`config.mk`:
```
export PLATFORM = sky130hd
export DESIGN_NAME = tfsc_top
export DESIGN_NICKNAME = d
export VERILOG_FILES = /design/src/design/tfsc_pkg.sv /design/src/design/tfsc_top.sv
export SDC_FILE = /design/constraint.sdc
export NUM_CORES = 1
export LEC_CHECK = 0
export CORE_ASPECT_RATIO = 0.5
export CORE_MARGIN = 2
export CORE_UTILIZATION = 40
export DETAILED_ROUTE_END_ITERATION = 6
export DONT_BUFFER_PORTS = 1
export GPL_TIMING_DRIVEN = 0
export PLACE_DENSITY = 0.54
export REMOVE_ABC_BUFFERS = 1
export SETUP_SLACK_MARGIN = 0.15
export SKIP_LAST_GASP = 1
export SYNTH_ARGS = -nofsm -noshare
export SYNTH_HDL_FRONTEND = slang
export SYNTH_SLANG_ARGS = --single-unit
```
`constraint.sdc`:
```
create_clock -name clk_i -period 4.3 [get_ports clk_i]
set_input_delay 0.86 -clock clk_i [delete_from_list [all_inputs] [get_ports clk_i]]
set_output_delay 0.86 -clock clk_i [all_outputs]
set_load 0.03 [all_outputs]
```
`src/design/tfsc_pkg.sv`:
```
`default_nettype none
package tfsc_pkg;

  // State settling delays, in crystal clock cycles
  localparam logic [15:0] SETTLE_NOCAL_CYC = 16'h07A2; // 1954
  localparam logic [15:0] SETTLE_CAL_CYC   = 16'h07A1; // 1953
  localparam logic [15:0] MCAL_SETUP_CYC   = 16'h011B; // 283

  // Short calibration stages, charge pump stage skipped
  localparam logic [15:0] CAL_SHORT_09_CYC = 16'h0EB4; // 3764
  localparam logic [15:0] CAL_SHORT_0B_CYC = 16'h0FE9; // 4073

  // Calibration test settings
  localparam logic [7:0] CAL_TEST_09 = 8'h09;
  localparam logic [7:0] CAL_TEST_0B = 8'h0B;

  // Charge pump calibration field
  localparam logic [1:0] CP_CAL_OFF = 2'h0;
  localparam logic [1:0] CP_CAL_ON  = 2'h2;

  // Automatic calibration choices
  localparam logic [1:0] AUTOCAL_NEVER  = 2'h0;
  localparam logic [1:0] AUTOCAL_TURNON = 2'h1;
  localparam logic [1:0] AUTOCAL_TURNOFF = 2'h2;
  localparam logic [1:0] AUTOCAL_FOURTH = 2'h3;
  localparam logic [1:0] AUTOCAL_LAST   = 2'h3;

  // On-off keying power table selector
  localparam logic [2:0] PWR_SEL_OOK = 3'h1;

  // Output selection codes
  localparam logic [5:0] GPO_SEL_THRESH = 6'h02;
  localparam logic [5:0] GPO_SEL_LOCK   = 6'h0A;

  // Calibration register reads this while unlocked
  localparam logic [5:0] CAL_UNLOCKED = 6'h3F;

  // Serial header fields
  localparam int         HDR_RW_BIT    = 7;
  localparam logic [5:0] FIFO_ADDR     = 6'h3F;
  localparam logic [2:0] LAST_BIT      = 3'h7;

  // Threshold: base minus four per step
  localparam logic [6:0] THR_BASE  = 7'h3D; // 61
  localparam int         THR_SHIFT = 2;
  localparam logic [6:0] FILL_SAT  = 7'h0F;

  // Radio controller states, Gray along the usual path
  typedef enum logic [2:0] {
    TFSC_IDLE   = 3'h0,
    TFSC_SETTLE = 3'h1,
    TFSC_CAL    = 3'h3,
    TFSC_TX     = 3'h2,
    TFSC_TXEND  = 3'h6,
    TFSC_SYNON  = 3'h7,
    TFSC_MCAL   = 3'h5,
    TFSC_SLEEP  = 3'h4
  } tfsc_state_t;

endpackage
`default_nettype wire

```
`src/design/tfsc_top.sv`:
```
`timescale 1ns/100ps
`default_nettype none
module tfsc_top #(
  parameter int DEPTH            = 64,
  parameter int CAL_LONG_09_CYC  = 18506,
  parameter int CAL_LONG_0B_CYC  = 18815,
  parameter int XOSC_START_CYC   = 64,
  parameter logic [5:0] CAL_LOCK_VALUE = 6'h20
) (
  // Clock and reset
  input  wire logic              clk_i,
  input  wire logic              rst_i,
  // Serial pins
  input  wire logic              sclk_i,
  input  wire logic              mosi_i,
  input  wire logic              chip_select_n_i,
  output var  logic              miso_o,
  output var  logic              miso_oe_o,
  // Command strobes
  input  wire logic              tx_strobe_i,
  input  wire logic              synth_on_strobe_i,
  input  wire logic              idle_strobe_i,
  input  wire logic              calibrate_strobe_i,
  input  wire logic              power_down_strobe_i,
  // Configuration
  input  wire logic [1:0]        auto_cal_select_i,
  input  wire logic [7:0]        cal_test_setting_i,
  input  wire logic [1:0]        charge_pump_cal_enable_i,
  input  wire logic [2:0]        power_table_selector_i,
  input  wire logic [3:0]        fifo_threshold_select_i,
  input  wire logic [15:0]       symbol_period_i,
  input  wire logic [23:0]       carrier_word_i,
  input  wire logic [5:0]        output_signal_select_i,
  // Transmitter side
  input  wire logic              packet_done_i,
  input  wire logic              tx_byte_req_i,
  output var  logic [7:0]        tx_byte_o,
  output var  logic              tx_byte_valid_o,
  output var  logic              underflow_o,
  // Status
  output var  tfsc_pkg::tfsc_state_t radio_state_o,
  output var  logic [6:0]        tx_fill_count_o,
  output var  logic              threshold_flag_o,
  output var  logic              lock_o,
  output var  logic [5:0]        synth_cal_value_o,
  output var  logic              general_purpose_output_o,
  output var  logic [23:0]       carrier_word_o,
  output var  logic              core_power_on_o
);
  import tfsc_pkg::*;

  localparam int AW = $clog2(DEPTH);

  // Threshold table and pointer wrap need exactly this depth
  if (DEPTH != 64) begin : g_chk_depth
    $error("tfsc_top: DEPTH must be 64");
  end
  if (CAL_LONG_09_CYC < 1 || CAL_LONG_09_CYC > 65535 ||
      CAL_LONG_0B_CYC < 1 || CAL_LONG_0B_CYC > 65535 ||
      XOSC_START_CYC < 1 || XOSC_START_CYC > 65535) begin : g_chk_cnt
    $error("tfsc_top: cycle counts must fit 16 bits");
  end

  localparam logic [15:0] CAL_LONG_09 = 16'(CAL_LONG_09_CYC);
  localparam logic [15:0] CAL_LONG_0B = 16'(CAL_LONG_0B_CYC);
  localparam logic [15:0] XOSC_START  = 16'(XOSC_START_CYC);

  // Pin synchronisers; stage one is read only by stage two
  logic [2:0] sclk_s;
  logic [1:0] mosi_s;
  logic [2:0] cs_s;
  always_ff @(posedge clk_i or posedge rst_i)
  begin
    if (rst_i)
    begin
      sclk_s <= 3'h0;
      mosi_s <= 2'h0;
      cs_s   <= 3'h7;
    end
    else
    begin
      sclk_s <= {sclk_s[1:0], sclk_i};
      mosi_s <= {mosi_s[0], mosi_i};
      cs_s   <= {cs_s[1:0], chip_select_n_i};
    end
  end

  // Edges seen from the settled stages only
  wire cs_n      = cs_s[1];
  wire cs_rise   = cs_s[1] & ~cs_s[2];
  wire sclk_rise = sclk_s[1] & ~sclk_s[2] & ~cs_n;
  wire sclk_fall = ~sclk_s[1] & sclk_s[2] & ~cs_n;

  tfsc_state_t state;
  tfsc_state_t next_state;
  logic [15:0] tmr;
  logic [15:0] next_tmr;
  logic        cal_req;
  logic        next_cal_req;
  logic        after_idle;
  logic        next_after_idle;
  logic        target_tx;
  logic        next_target_tx;
  logic        pd_pending;
  logic        calibrated;
  logic [1:0]  off_cnt;
  logic [6:0]  count;

  // Calibration length from test setting and charge pump field
  wire cp_on = (charge_pump_cal_enable_i != CP_CAL_OFF);
  wire is_0b = (cal_test_setting_i == CAL_TEST_0B);
  wire [15:0] cal_len = is_0b ? (cp_on ? CAL_LONG_0B : CAL_SHORT_0B_CYC)
                              : (cp_on ? CAL_LONG_09 : CAL_SHORT_09_CYC);

  // Turn-off time: quarter symbol, plus an eighth under on-off keying
  wire        is_ook   = (power_table_selector_i == PWR_SEL_OOK);
  wire [15:0] quarter  = symbol_period_i >> 2;
  wire [15:0] eighth   = is_ook ? (symbol_period_i >> 3) : 16'h0000;
  wire [15:0] end_sum  = quarter + eighth;
  wire [15:0] end_len  = (end_sum == 16'h0000) ? 16'h0001 : end_sum;

  // Calibration choices for turn-on and automatic turn-off
  wire cal_on_turnon = (auto_cal_select_i == AUTOCAL_TURNON);
  wire cal_on_off    = (auto_cal_select_i == AUTOCAL_TURNOFF) ||
                       (auto_cal_select_i == AUTOCAL_FOURTH &&
                        off_cnt == AUTOCAL_LAST);
  wire go_active = tx_strobe_i | synth_on_strobe_i;
  wire tmr_done  = (tmr == 16'h0000);

  // Radio controller sequencing
  always_comb
  begin
    next_state      = state;
    next_tmr        = tmr_done ? tmr : tmr - 16'h0001;
    next_cal_req    = cal_req;
    next_after_idle = after_idle;
    next_target_tx  = target_tx;
    case (state)
      TFSC_IDLE:
        if (pd_pending && cs_rise)
        begin
          next_state = TFSC_SLEEP;
          next_tmr   = XOSC_START - 16'h0001;
        end
        else if (go_active)
        begin
          next_state     = TFSC_SETTLE;
          next_target_tx = tx_strobe_i;
          next_cal_req   = cal_on_turnon;
          next_tmr       = cal_on_turnon ? SETTLE_CAL_CYC - 16'h0001
                                         : SETTLE_NOCAL_CYC - 16'h0001;
        end
        else if (calibrate_strobe_i)
        begin
          next_state = TFSC_MCAL;
          next_tmr   = MCAL_SETUP_CYC - 16'h0001;
        end
      TFSC_SETTLE:
        if (idle_strobe_i)
          next_state = TFSC_IDLE;
        else if (tmr_done && cal_req)
        begin
          next_state      = TFSC_CAL;
          next_after_idle = 1'b0;
          next_tmr        = cal_len - 16'h0001;
        end
        else if (tmr_done)
          next_state = target_tx ? TFSC_TX : TFSC_SYNON;
      TFSC_CAL:
        if (tmr_done && after_idle)
          next_state = TFSC_IDLE;
        else if (tmr_done)
          next_state = target_tx ? TFSC_TX : TFSC_SYNON;
      TFSC_MCAL:
        if (tmr_done)
        begin
          next_state      = TFSC_CAL;
          next_after_idle = 1'b1;
          next_tmr        = cal_len - 16'h0001;
        end
      TFSC_SYNON:
        if (idle_strobe_i)
          next_state = TFSC_IDLE;
        else if (tx_strobe_i)
          next_state = TFSC_TX;
      TFSC_TX:
        if (idle_strobe_i || packet_done_i)
        begin
          next_state   = TFSC_TXEND;
          next_cal_req = ~idle_strobe_i & cal_on_off;
          next_tmr     = end_len - 16'h0001;
        end
      TFSC_TXEND:
        if (tmr_done && cal_req)
        begin
          next_state      = TFSC_CAL;
          next_after_idle = 1'b1;
          next_tmr        = cal_len - 16'h0001;
        end
        else if (tmr_done)
          next_state = TFSC_IDLE;
      TFSC_SLEEP:
        if (cs_n)
          next_tmr = XOSC_START - 16'h0001;
        else if (tmr_done)
          next_state = TFSC_IDLE;
      default:
        next_state = TFSC_IDLE;
    endcase
  end

  always_ff @(posedge clk_i or posedge rst_i)
  begin
    if (rst_i)
    begin
      state      <= TFSC_IDLE;
      tmr        <= 16'h0000;
      cal_req    <= 1'b0;
      after_idle <= 1'b0;
      target_tx  <= 1'b0;
    end
    else
    begin
      state      <= next_state;
      tmr        <= next_tmr;
      cal_req    <= next_cal_req;
      after_idle <= next_after_idle;
      target_tx  <= next_target_tx;
    end
  end

  // Power-down request, every-fourth counter, calibration memory
  wire auto_off = (state == TFSC_TX) & packet_done_i & ~idle_strobe_i;
  wire cal_end  = (state == TFSC_CAL) & tmr_done;
  always_ff @(posedge clk_i or posedge rst_i)
  begin
    if (rst_i)
    begin
      pd_pending <= 1'b0;
      off_cnt    <= 2'h0;
      calibrated <= 1'b0;
    end
    else
    begin
      if (state == TFSC_SLEEP)
        pd_pending <= 1'b0;
      else if (state == TFSC_IDLE && power_down_strobe_i)
        pd_pending <= 1'b1;
      if (auto_off)
        off_cnt <= off_cnt + 2'h1;
      if (cal_end)
        calibrated <= 1'b1; // survives sleep
    end
  end

  // Lock detector model: calibrated and synthesizer running
  wire synth_run = (state == TFSC_SYNON) | (state == TFSC_TX) |
                   (state == TFSC_TXEND);
  wire next_lock = calibrated & synth_run;

  // Serial slave: mode 0, sample on rise, shift on fall
  logic [2:0] bit_cnt;
  logic [7:0] shift_in;
  logic [7:0] shift_out;
  logic       hdr_seen;
  logic       wr_mode;
  wire [7:0]  rx_byte   = {shift_in[6:0], mosi_s[1]};
  wire        byte_done = sclk_rise & (bit_cnt == LAST_BIT);
  wire        hdr_fifo  = ~rx_byte[HDR_RW_BIT] & (rx_byte[5:0] == FIFO_ADDR);
  wire        spi_wr    = byte_done & hdr_seen & wr_mode;
  wire [3:0]  fill4     = (count > FILL_SAT) ? 4'hF : count[3:0];
  wire [7:0]  status    = {state == TFSC_SLEEP, state, fill4};
  wire        load_stat = (bit_cnt == 3'h0) & ~sclk_s[1];

  always_ff @(posedge clk_i or posedge rst_i)
  begin
    if (rst_i)
    begin
      bit_cnt   <= 3'h0;
      shift_in  <= 8'h00;
      shift_out <= 8'h80;
      hdr_seen  <= 1'b0;
      wr_mode   <= 1'b0;
    end
    else if (cs_n)
    begin
      bit_cnt  <= 3'h0;
      hdr_seen <= 1'b0;
      wr_mode  <= 1'b0;
      shift_out <= status;
    end
    else
    begin
      if (sclk_rise)
      begin
        bit_cnt  <= bit_cnt + 3'h1;
        shift_in <= rx_byte;
      end
      if (byte_done && !hdr_seen)
      begin
        hdr_seen <= 1'b1;
        wr_mode  <= hdr_fifo;
      end
      // Reload keeps ready and fill fresh until the first clock edge
      if (load_stat)
        shift_out <= status;
      else if (sclk_fall)
        shift_out <= {shift_out[6:0], 1'b0};
    end
  end

  // Transmit FIFO storage and pointers
  logic [7:0]    mem [DEPTH];
  logic [AW-1:0] wptr;
  logic [AW-1:0] rptr;
  wire empty = (count == 7'h00);
  wire full  = (count == 7'(DEPTH));
  // Overfill is the host's fault; the byte is dropped here
  wire wr_en = spi_wr & ~full;
  wire rd_en = tx_byte_req_i & ~empty;
  wire underflow_ev = tx_byte_req_i & empty;
  wire [6:0] thr = THR_BASE - {1'b0, fifo_threshold_select_i, 2'b00};
  wire [6:0] next_count = count + {6'h00, wr_en} - {6'h00, rd_en};

  always_ff @(posedge clk_i)
  begin
    if (wr_en)
      mem[wptr] <= rx_byte;
  end

  always_ff @(posedge clk_i or posedge rst_i)
  begin
    if (rst_i)
    begin
      wptr            <= '0;
      rptr            <= '0;
      count           <= 7'h00;
      tx_byte_o       <= 8'h00;
      tx_byte_valid_o <= 1'b0;
      underflow_o     <= 1'b0;
    end
    else
    begin
      if (wr_en)
        wptr <= wptr + AW'(1);
      if (rd_en)
      begin
        rptr      <= rptr + AW'(1);
        tx_byte_o <= mem[rptr];
      end
      count           <= next_count;
      tx_byte_valid_o <= rd_en;
      // New underflow wins over the clearing strobe
      if (underflow_ev)
        underflow_o <= 1'b1;
      else if (idle_strobe_i)
        underflow_o <= 1'b0;
    end
  end

  // Registered status and pin outputs
  wire gpo_next = (output_signal_select_i == GPO_SEL_LOCK)   ? lock_o :
                  (output_signal_select_i == GPO_SEL_THRESH) ? threshold_flag_o :
                  1'b0;
  always_ff @(posedge clk_i or posedge rst_i)
  begin
    if (rst_i)
    begin
      miso_o                   <= 1'b1;
      miso_oe_o                <= 1'b0;
      radio_state_o            <= TFSC_IDLE;
      tx_fill_count_o          <= 7'h00;
      threshold_flag_o         <= 1'b0;
      lock_o                   <= 1'b0;
      synth_cal_value_o        <= CAL_UNLOCKED;
      general_purpose_output_o <= 1'b0;
      carrier_word_o           <= 24'h000000;
      core_power_on_o          <= 1'b1;
    end
    else
    begin
      miso_o            <= shift_out[7];
      miso_oe_o         <= ~cs_n;
      radio_state_o     <= state;
      tx_fill_count_o   <= count;
      threshold_flag_o  <= (count >= thr);
      lock_o            <= next_lock;
      synth_cal_value_o <= next_lock ? CAL_LOCK_VALUE : CAL_UNLOCKED;
      general_purpose_output_o <= gpo_next;
      // Word only taken in idle, so the synthesizer never sees a jump
      if (state == TFSC_IDLE)
        carrier_word_o <= carrier_word_i;
      core_power_on_o <= (next_state != TFSC_SLEEP) | ~cs_n;
    end
  end

  wire leave = (next_state != state);

  // Cycles in the present state; a counter avoids deep sampled history
  logic [15:0] dwell;
  always_ff @(posedge clk_i or posedge rst_i)
  begin
    if (rst_i)
      dwell <= 16'h0001;
    else if (leave)
      dwell <= 16'h0001;
    else if (dwell != 16'hFFFF)
      dwell <= dwell + 16'h0001;
  end
endmodule
`default_nettype wire

```
* After elaboration in Yosys (flattened, before gate mapping)
Memories as Yosys holds them, arrays and structs flattened. A register that Yosys moved wholly into a read port is not among the register bits. Index checks and enable logic that the tools add are counted.
Cells by class: add/subtract/negate cells 11, multipliers 0, div/mod/pow operators 0, order comparisons 2, eq/ne operators 26, shift-type cells 0, muxes and demuxes 60, bitwise operators 31, reductions and logical operators 26
Operator list (number):
- two-way mux 16 bit | 9
- case mux 16 bit (6 select lines) | 1
- two-way mux 15 bit | 4
- two-way mux 3 bit | 17
- logical NOT 16 bit | 2
- subtractor 15 x 1 -> 16 bit (second input constant) | 2
- two-way mux 8 bit | 3
- case mux 3 bit (8 select lines) | 1
- two-way mux 1 bit | 20
- AND 1 bit | 18
- subtractor 16 x 1 -> 16 bit (second input constant) | 1
- adder 14 x 13 -> 15 bit | 1
- equality test 3 bit (second input constant) | 5
- inequality test 2 bit (second input constant) | 7
- two-way mux 13 bit | 1
- adder 6 x 1 -> 6 bit (second input constant) | 2
- nonzero test 2 bit | 6
- inverter 1 bit | 9
- equality test 8 x 4 -> 1 bit (second input constant) | 1
- adder 7 x 1 -> 7 bit | 1
- equality test 7 bit (second input constant) | 1
- >= comparator 7 bit | 1
- > comparator 7 x 4 -> 1 bit (second input constant) | 1
- logical NOT 7 bit | 1
- 26 further kinds | 41
Word-level totals: bits in registers 121, latch bits 0, RAM bits 512, memory bits (read-only) 0, bits of input ports 77, output and inout bits 56, word-level logic and storage cells 188, memories 1
Memory list:
- mem | depth 64, bits a word 8, read ports 1, clocked after Yosys merged registers in 1, wr ports 1, RTL line tfsc_top.sv:313 | logic [7:0] mem [DEPTH];

* Depth between registers and ports, before layout
Gate-level depths: netlist of run 1.
depth after elaboration 9, depth in mapped cells 19, mapped depth without buffers 18

* Worst setup path after synthesis of run 1
OpenSTA, ideal clock, no wires.
path kind in2reg, start point input power_table_selector_i[1], end point register tmr[8], library setup time 0.124 ns, arrival time 4.769 ns, required time 4.176 ns, slack -0.593 ns, stages on the path 18, path through nor3b_1 -> clkbuf_1 -> and2_1 -> ha_1 -> inv_1 -> fa_1 -> nand2b_1 -> a21oi_2 -> nor4_1 -> a2111oi_4 -> or4b_4 -> nor4_1 -> a31oi_1 -> ha_1 -> nand3_1 -> nor2_1 -> xor2_1 -> a211o_1
On the way: word-level cells in the longest chain between the ends 8
Ends and longest elaborated chain:
- from (decl) | RTL line tfsc_top.sv:29 | input wire logic [2:0] power_table_selector_i,
- equality test 3 x 1 -> 1 bit (*) | RTL line tfsc_top.sv:116 | wire is_ook = (power_table_selector_i == PWR_SEL_OOK);
- two-way mux 13 bit (*) | RTL line tfsc_top.sv:118 | wire [15:0] eighth = is_ook ? (symbol_period_i >> 3) : 16'h0000;
- adder 14 x 13 -> 15 bit (*) | RTL line tfsc_top.sv:119 | wire [15:0] end_sum = quarter + eighth;
- logical NOT 16 bit | RTL line tfsc_top.sv:120 | wire [15:0] end_len = (end_sum == 16'h0000) ? 16'h0001 : end_sum;
- two-way mux 15 bit (*) | RTL line tfsc_top.sv:120
- subtractor 15 x 1 -> 16 bit (*) | RTL line tfsc_top.sv:191 | next_tmr = end_len - 16'h0001;
- two-way mux 16 bit (*) | RTL line tfsc_top.sv:187 | if (idle_strobe_i || packet_done_i)
- case mux 16 bit (6 select lines) (*) | RTL line tfsc_top.sv:138 | case (state)
- net next_tmr[8] | RTL line tfsc_top.sv:97 | logic [15:0] next_tmr;
- to (signal assigned) | RTL line tfsc_top.sv:225 | tmr <= next_tmr;
- to (decl) | RTL line tfsc_top.sv:96 | logic [15:0] tmr;
Mark *: on every way through the listed nets, which the timed path passes. The rest lies on a longest branch. A chain may end at the register's enable or synchronous reset.

* Worst setup path in the final report of run 1
start point input power_table_selector_i[2], end point register tmr[4]
Same word-level chain as after synthesis.

==> reports/qor.txt, run 1 <==
Synthesized flop and latch total: 636
Worst Reg2Reg Path Length in Cells: 8
Overall die area: 69920 um^2
Startpoint Class: input pin
Max Fclk: 246.5 MHz
Most common cell in the synthesized netlist: edfxtp_1
Crit Path Category: in -> reg
Ys flop type: edfxtp_1
Status: completed
GRT Overall Usage: 17.99%
Grt total ovfl: 0
Final-report max-slew violation count: 0
Synthesized area per cell: 16.54 um^2
Layout fillers: 5698
Post-Syn Area: 27080 um^2
Pwr dens: 639.2 nW/um^2
Layout cells sized above 1: 22.95%
Antenna cell count: 0
Detailed-router iteration count before antenna repair: 5
Pin count of the biggest net entering global routing: 64
VDD IR max: 0.0003309 V
Simple-gate portion of the synthesized area: 7.246%
Pleak: 10.34 nW
Combinational Power Share: 27.0%
Total CTS buffers: 58
Drt wl/cell: 24.31 um
GP Congestion: 0.8818
Cell chain of the critical path: nor3b_4 -> and2_4 -> ha_4 -> inv_1 -> fa_2 -> nand2b_4 -> a21oi_4 -> nor4_1 -> a2111oi_4 -> or4b_4 -> nor4_4 -> a31oi_2 -> ha_2 -> nand2_1 -> nor2_1 -> xor2_1 -> a22oi_1 -> a32oi_1
Netlist cell types: 77
Compound-Gate Fraction of Synth Area: 4.524%
Yosys top cell area share: 56.78%
First-pass GRT wire length: 94500 um
Final net count: 1757
Antenna Nets Post-Route: 0
Via count: 14450
EDFF count, synth: 512
Hold_buf cts: 0
Worst path depth: 18
Worst hold path type: in -> async
Post-synthesis sequential area ratio: 68.27%
Inst Count DP: 2465
Yosys warnings: 0
Mux contribution to synthesized area: 14.76%
CTS max path bufs: 3
CP bufs+invs: 1
Most frequent cells after synthesis: 512 x edfxtp_1, 168 x mux4_2, 158 x nand2_1
Internal: 0.01310 W
Post-synth ARST share: 19.50%
Initial antenna violation count: 0
Fraction of the mapped netlist area in adder cells: 2.089%
Pwr Total: 0.01955 W
RSZ-0062 raised after global routing: yes
WL final: 62780 um
Synth area leaders: edfxtp_1 57%, mux4_2 14%, dfrtp_1 11%
Clock latency on the worst-skew pair: 0.62 ns
Clk pin slew, worst setup/hold paths: 0.07 ns
Die Y: 188.0 um
Area growth syn-to-layout: 12.96%
Cell Rows: 67
Clk sinks: 636
Main combinational cell family by area after synthesis: multiplexers
Switching power share of the total: 33.00%
Worst path arrival time: 4.55 ns
IO Pins: 133
Finish-stage setup viols: 0
Max transition margin: 30.66%
Core area: 66980 um^2
Die X: 372.0 um
Worst-path maximum fanout: 4
Fin crit period: 4.057 ns
H-tree levels: 2
Part of the power in the clock network: 27.5%
Gate Count Post-Synth: 1637
Final period util: 94.36%
Endpoint class of the critical path: register
Seq pwr share: 45.5%
Clk root buf: clkbuf_16
Remaining DRCs: 0
Clk_skew: 0.03594 ns
Biggest cell delay along the critical path: 0.53 ns
HPWL after DPL: 41450 um
Vias in the first global route: 14990
Fin. Hold Viols: 0
Vias/cell: 5.593
Data required, critical path: 4.79 ns
Iteration-0 DRC Markers: 1076
Max-Cap Viols: 0
IO Port Bufs: 0
Net Sw Power: 0.006451 W
Initial core utilization: 40.43%
Post-Synth XOR/XNOR Area: 1.294%
TritonCTS clock tree: built
Cell family with most CP delay: simple AND/OR/NAND/NOR gates
Crit-path slowest cell: or4b_4
Slew @ Worst Pin: 1.040 ns
Post-route insts no fill: 2583
Largest area contributor in the netlist: edfxtp_1
[stage by stage]
stage / utilization (%) / setup slack [ns] / area [um^2] / hold WS, ns / TNS [ns]
final: 45.67 / 0.2425 / 30590 / 0.1465 / 0
after global routing: 45.67 / 0.03061 / 30590 / 0.1704 / 0
after CTS: 45.27 / 0.06858 / 30320 / 0.1589 / 0
after detailed placement: 42.19 / -1.766 / 28260 / 0.3449 / -20.58
after global placement: 41.57 / -4.943 / 27840 / 0.3331 / -218.07
after floorplan: - / -2.497 / 26720 / 0.3312 / -35.02
[cell usage in the layout, fill, tap and decap left out, drive strengths merged, types with 25 or more instances in the layout]
cell type	n
ha	42
mux4	168
buf	25
nor2	126
o21ai	48
inv	41
a21oi	49
nand2	158
clkbuf	65
edfxtp	512
nor3	25
clkinv	26
dfrtp	117
[worst paths after layout]
path,slack [ns],start,endpoint
worst max-delay path,0.24,power_table_selector_i[2],tmr[4]
min in group clk_i,0.26,chip_select_n_i,cs_s[0]
worst min register to register,0.36,mosi_s[0],mosi_s[1]
max in group asynchronous,3.31,rst_i,cs_s[0]
worst max register to register,0.40,sclk_s[1],mem[16][4]
worst min-delay path,0.15,rst_i,tx_fill_count_o[6]
[worst register-to-register path, delay by kind of cell, from the launching register on]
family | cells | cell delay, ns
DFF | 1 | 0.40
buffers and inverters | 1 | 0.21
and+or+nand+nor | 7 | 2.91
[registers in the layout, summed over array words and instances, names as in the netlist, 2 cells and up]
register	flops
rptr	6
state	3
off_cnt	2
sclk_s	3
mosi_s	2
radio_state_o	3
tmr	16
tx_byte_o	8
count	7
bit_cnt	3
tx_fill_count_o	7
mem	512
carrier_word_o	24
shift_out	8
cs_s	3
wptr	6
shift_in	7
[routing by layer]
layer  track usage, %  share of wire (%)  vias up
met2            29.75                 49      426
li1                 -                  -     6385
met3            2.835                5.2       80
met1            25.27                 44     7555
met4            3.846                1.7        0
met5                0                  0        -
[power by group through the flow]
stage	clock network [W]	registers, W	logic (W)
finish	0.00537	0.00890	0.00528
global route	0.00574	0.00901	0.00566
CTS	0.00549	0.00893	0.00534
detailed placement	0	0.00905	0.00531
global placement	0	0.00981	0.00402
floorplan	0	0.00917	0.00329
[logic make-up (layout without fill, tap and decap cells)]
kind of cell | Yosys count | in the layout
fa+ha+maj | 44 | 44
other cells | 1 | 1
simple gates | 428 | 428
mux | 188 | 188
compound gates | 179 | 179
flops | 636 | 636
buf+inv | 121 | 170
xor+xnor | 40 | 40
[what timing repair did]
action,in CTS,in global routing
buffers inserted,4,4
endpoints found under the setup margin,71,330
pin swaps,7,10
resized for setup,10,53
[cell type report]
type,count,area [um^2],area share (%)
multi-input combinational,880,8402,27.47
clock inverter,45,474.2,1.550
clock buffer,65,1509,4.933
sequential,636,18510,60.50
timing repair buffer,25,436.7,1.428
tap,897,1122,3.669
inverter,35,136.4,0.4459
(Power assumes the default switching activity.)
==> run 2: changes to the inputs <==
==> constraint.sdc (replaced) <==
create_clock -name clk_i -period 4.3 [get_ports clk_i]
set_input_delay 0.215 -clock clk_i [delete_from_list [all_inputs] [get_ports clk_i]]
set_output_delay 0.215 -clock clk_i [all_outputs]
set_load 0.03 [all_outputs]
==> run 2 against run 1 <==
Net effect:
- clock skew is 0.0029 ns lower
- total power is 0.23% higher
- flip-flop and latch count is the same
- core utilization rose by 0.31 points
- die area is the same
- via count up 1.6%
- maximum frequency is 2.5% higher
- sequential share of layout area down 0.41 points
- wire length increased by 0.67%
- worst hold slack got worse by 0.12 ns
- sequential power barely moved
- first-iteration DRC count increased by 5.3%
- largest power group unchanged
==> reports/qor.txt, run 2 (synthesis gave the netlist of run 1 again) <==
Status: completed
Total CTS buffers: 58
Slew @ Worst Pin: 1.040 ns
Most common cell after layout, fill and taps aside: edfxtp_1
Detailed-router iteration count before antenna repair: 6
CTS max path bufs: 3
RSZ-0062 raised after global routing: yes
Part of the power in the clock network: 27.4%
Seq pwr share: 45.4%
Layout fillers: 5682
Remaining DRCs: 0
Antenna Nets Post-Route: 0
Largest regs: mem: 512 flops, carrier_word_o: 24 flops, tmr: 16 flops
Die X: 372.0 um
Final net count: 1795
Cell Rows: 67
Worst-path maximum fanout: 8
Grt total ovfl: 0
Core area: 66980 um^2
FF/Latch Area: 18510 um^2
Max-Cap Viols: 0
IO Port Bufs: 0
IO Pins: 133
Layout cells sized above 1: 20.48%
Initial antenna violation count: 0
Max reg flops: 512
HPWL after DPL: 41450 um
Overall die area: 69920 um^2
Max Fclk: 252.6 MHz
GP Congestion: 0.8818
Clk sinks: 636
CP Capture Point: mem[50][1]
Internal: 0.01313 W
H-tree levels: 2
Final period util: 92.07%
Largest register by flop count: mem
Vias in the first global route: 15160
Area after DPL: 28260 um^2
WL final: 63200 um
Crit Path Category: reg -> reg
Pwr dens: 636.4 nW/um^2
Switching power share of the total: 32.99%
Reg2reg start: sclk_s[1]
Clock latency on the worst-skew pair: 0.62 ns
Initial core utilization: 40.43%
GRT Overall Usage: 18.12%
VDD IR max: 0.0003304 V
Antenna cell count: 0
Worst path arrival time: 4.21 ns
Iteration-0 DRC Markers: 1133
Vias/cell: 5.597
Area of the multi-input gates: 8212 um^2
Clk_skew: 0.03304 ns
Clk root buf: clkbuf_16
First-pass GRT wire length: 95100 um
Net Sw Power: 0.006465 W
Die Y: 188.0 um
Worst Reg2Reg Path Length in Cells: 8
Post-Layout Inst Area: 30790 um^2
Combinational Power Share: 27.1%
Pwr Total: 0.01960 W
Pin count of the biggest net entering global routing: 64
Clk pin slew, worst setup/hold paths: 0.07 ns
Fin crit period: 3.959 ns
Final-report max-slew violation count: 0
Via count: 14670
Data required, critical path: 4.55 ns
Startpoint Class: register
Worst hold path type: in -> reg
R2R setup slack: 0.34 ns
Fin Hold WS: 0.02266 ns
Crit path from: sclk_s[1]
Endpoint class of the critical path: register
Most frequent cells in the layout: 512 x edfxtp_1, 168 x mux4_2, 157 x nand2_1
Finish-stage setup viols: 0
Fin. Hold Viols: 0
Drt wl/cell: 24.11 um
Reg2Reg Capture Point: mem[50][1]
TritonCTS clock tree: built
Pleak: 10.47 nW
Max transition margin: 30.65%
Area growth syn-to-layout: 13.73%
-- run 2: power by group through the flow --
stage,Clock [W],Combinational (W),Sequential (W)
global route,0.00574,0.00570,0.00901
global placement,0,0.00402,0.00981
finish,0.00538,0.00531,0.00891
detailed placement,0,0.00531,0.00905
CTS,0.00549,0.00539,0.00893
floorplan,0,0.00329,0.00917
-- run 2: area by class of cell --
| class | instances | area share, % |
|---|---|---|
| timing repair buffer | 63 | 2.710 |
| inverter | 35 | 0.4429 |
| clock buffer | 65 | 4.900 |
| sequential | 636 | 60.10 |
| multi-input combinational | 880 | 26.67 |
| clock inverter | 45 | 1.540 |
| tap | 897 | 3.645 |
-- run 2: worst min path at each step --
stage	from	to	slack, ns	cells past startpoint
finish	symbol_period_i[2]	tmr[0]	0.02	2
global route	symbol_period_i[2]	tmr[0]	0.04	2
detailed placement	rst_i	tx_fill_count_o[4]	0.18	1
CTS	symbol_period_i[2]	tmr[0]	0.004	2
floorplan	chip_select_n_i	cs_s[0]	0.22	0
global placement	chip_select_n_i	cs_s[0]	0.22	0
-- run 2: critical path, cell delays in order, from the launching register on --
cell and delay, ns:
dfrtp_1 0.40, nor2b_1 0.41, and2_1 0.41, nand2_1 0.18
nor2_2 0.37, inv_1 0.21, nor2_1 0.29, nand2_1 0.49
nor2_1 0.84
-- run 2: through the flow --
step	worst slack [ns]	setup TNS [ns]	utilization (%)	std cells
finish	0.3408	0	45.98	2621
global route	0.1276	0	45.98	2621
CTS	0.06858	0	45.84	2620
detailed placement	-1.121	-10.90	42.19	2465
global placement	-4.943	-133.23	41.57	2448
floorplan	-2.497	-28.41	-	1551
-- run 2: metal layers --
metal	track usage [%]	part of all wire (%)	vias up
met5	0	0	-
met4	4.001	1.8	0
met3	2.770	5.4	85
li1	-	-	6459
met1	25.36	44	7690
met2	30.08	49	436
-- run 2: timing repair --
item | in CTS | in global routing
setup endpoints to repair | 64 | 329
hold buffers | 44 | 1
hold endpoints to repair | 107 | 9
gates cloned | 0 | 0
gates resized for setup | 3 | 24
pin swaps | 1 | 0
setup buffers | 1 | 0
==> run 3: changes to the inputs <==
--- a/config.mk
+++ b/config.mk
@@ -5,8 +5,8 @@
 export SDC_FILE = /design/constraint.sdc
 export NUM_CORES = 1
 export LEC_CHECK = 0
-export CORE_ASPECT_RATIO = 0.5
-export CORE_MARGIN = 2
+export CORE_ASPECT_RATIO = 1.2
+export CORE_MARGIN = 5
 export CORE_UTILIZATION = 40
 export DETAILED_ROUTE_END_ITERATION = 6
 export DONT_BUFFER_PORTS = 1
==> run 3 against run 2 <==
Net effect:
- maximum frequency down 1.3%
- non-clock buffer count increased by 1
- clock power up 4.3%
- setup slack lost 0.053 ns
- clock skew decreased by 0.0097 ns
- register-to-register slack improved by 0.13 ns
- largest cell class unchanged
- die area is 4.4% higher
- global-route usage decreased by 0.82 points
- first-iteration DRC count is 21% lower
==> reports/qor.txt, run 3 (synthesis gave the netlist of run 1 again) <==
Clk_skew: 0.02330 ns
Max reg flops: 512
Post-Layout Inst Area: 30980 um^2
Final TNS setup: 0 ns
HPWL after DPL: 40580 um
Part of the power in the clock network: 28.3%
Iteration-0 DRC Markers: 893
Max transition margin: 24.10%
Area growth syn-to-layout: 14.43%
Layout cells sized above 1: 20.81%
IO Pins: 133
IO Port Bufs: 0
Vias/cell: 5.507
Clk pin slew, worst setup/hold paths: 0.06 ns
Finish-stage setup viols: 0
Slew @ Worst Pin: 1.136 ns
Max Fclk: 249.2 MHz
Seq pwr share: 45.2%
Largest register by flop count: mem
Area after DPL: 28270 um^2
Final period util: 93.31%
H-tree levels: 3
Status: completed
Pwr dens: 640.7 nW/um^2
Initial core utilization: 40.33%
Overall die area: 73020 um^2
First-pass GRT wire length: 95220 um
Most frequent cells in the layout: 512 x edfxtp_1, 168 x mux4_2, 157 x nand2_1
Fin crit period: 4.012 ns
VDD IR max: 0.0003740 V
Combinational Power Share: 26.6%
Fin Hold WS: 0.04111 ns
Post-route insts no fill: 2638
Max-Cap Viols: 0
Clk sinks: 636
Switching power share of the total: 32.13%
Pin count of the biggest net entering global routing: 101
Cell Rows: 104
Crit Path Category: in -> reg
Internal: 0.01347 W
Net Sw Power: 0.006379 W
Startpoint Class: input pin
Final net count: 1805
Fin. Hold Viols: 0
Worst-path maximum fanout: 6
Final-report max-slew violation count: 0
Detailed-router iteration count before antenna repair: 6
CTS max path bufs: 3
Data required, critical path: 4.78 ns
Core area: 67140 um^2
Endpoint class of the critical path: register
Remaining DRCs: 0
Total CTS buffers: 67
Clk root buf: clkbuf_16
Die X: 247.5 um
GRT Overall Usage: 17.31%
DP Worst Slack: -1.086 ns
Pleak: 10.54 nW
WL final: 63450 um
Most common cell after layout, fill and taps aside: edfxtp_1
Grt total ovfl: 0
Worst hold path type: in -> reg
Vias in the first global route: 15060
RSZ-0062 raised after global routing: yes
Drt wl/cell: 24.05 um
Worst path arrival time: 4.49 ns
Final worst slack: 0.2877 ns
Via count: 14530
Die Y: 295.0 um
Initial antenna violation count: 2
TritonCTS clock tree: built
Largest regs: mem: 512 flops, carrier_word_o: 24 flops, tmr: 16 flops
Layout fillers: 5745
Inst Count DP: 2469
Clock latency on the worst-skew pair: 0.59 ns
Antenna Nets Post-Route: 0
GP Congestion: 0.8779
-- run 3: changes by cell type in the layout (fill, tap and decap cells not counted), sizes merged --
| cell | change |
|---|---|
| buf | +1 |
| clkinvlp | -5 |
| clkbuf | +25 |
| diode | +2 |
| clkinv | -4 |
| inv | -4 |
| bufinv | -2 |
-- run 3: worst max-delay path, stage by stage --
cell,delay [ns]
dlygate4sd3_1,0.56
ha_1,0.22
inv_1,0.07
fa_1,0.43
nand2b_1,0.21
a21oi_4,0.20
nor4_1,0.11
a2111oi_4,0.35
or4b_4,0.56
nor4_4,0.29
a31oi_2,0.17
ha_1,0.30
nand2_1,0.06
nor2_1,0.05
xor2_1,0.30
a22oi_1,0.12
a32oi_1,0.26
-- run 3: final cells by class --
cell class              count  area, um^2  share of cell area (%)
flip-flops and latches    636       18510                   59.73
well taps                 901        1127                   3.638
clock inverters            30       269.0                  0.8682
multi-input cells         880        8244                   26.61
repair buffers             64       849.6                   2.742
diodes                      2       5.005                 0.01615
clock buffers              90        1847                   5.960
inverters                  35       136.4                  0.4402
-- run 3: repair_timing --
item,in CTS,in global routing
setup endpoints to repair,72,329
endpoints found under the hold margin,160,3
pin swaps,0,3
resized for setup,2,37
hold buffers,44,1
buffers inserted,0,2
-- run 3: metal layers --
layer  GRT usage [%]  up-vias  wire [um]
met5               0        -          0
met4           4.494        0       1066
met3           2.939       71       3535
met2           30.07      418      32640
met1           22.81     7553      26200
li1                -     6485          -
-- run 3: path summary, 6_finish.rpt --
path | start | endpoint | slack, ns | cells past startpoint
min in group asynchronous | rst_i | off_cnt[0] | 0.10 | 2
max | symbol_period_i[2] | tmr[4] | 0.29 | 17
min reg2reg | cs_s[0] | cs_s[1] | 0.36 | 0
max in group asynchronous | rst_i | rptr[0] | 3.41 | 3
max reg2reg | tmr[0] | tmr[14] | 0.47 | 9
min | calibrate_strobe_i | tmr[1] | 0.04 | 3
-- run 3: through the flow --
| stage | total power (W) | utilization [%] |
|---|---|---|
| after floorplan | 0.01246 | - |
| after global placement | 0.01379 | 41.47 |
| after detailed placement | 0.01440 | 42.10 |
| after CTS | 0.02009 | 45.92 |
| after global routing | 0.02075 | 46.15 |
| final | 0.01985 | 46.15 |
-- run 3: power by group through the flow --
| stage | logic (W) | clock network [W] | registers (W) |
|---|---|---|---|
| CTS | 0.00536 | 0.00574 | 0.00899 |
| detailed placement | 0.00528 | 0 | 0.00912 |
| floorplan | 0.00329 | 0 | 0.00917 |
| global placement | 0.00394 | 0 | 0.00985 |
| global route | 0.00568 | 0.00599 | 0.00908 |
| finish | 0.00527 | 0.00561 | 0.00897 |
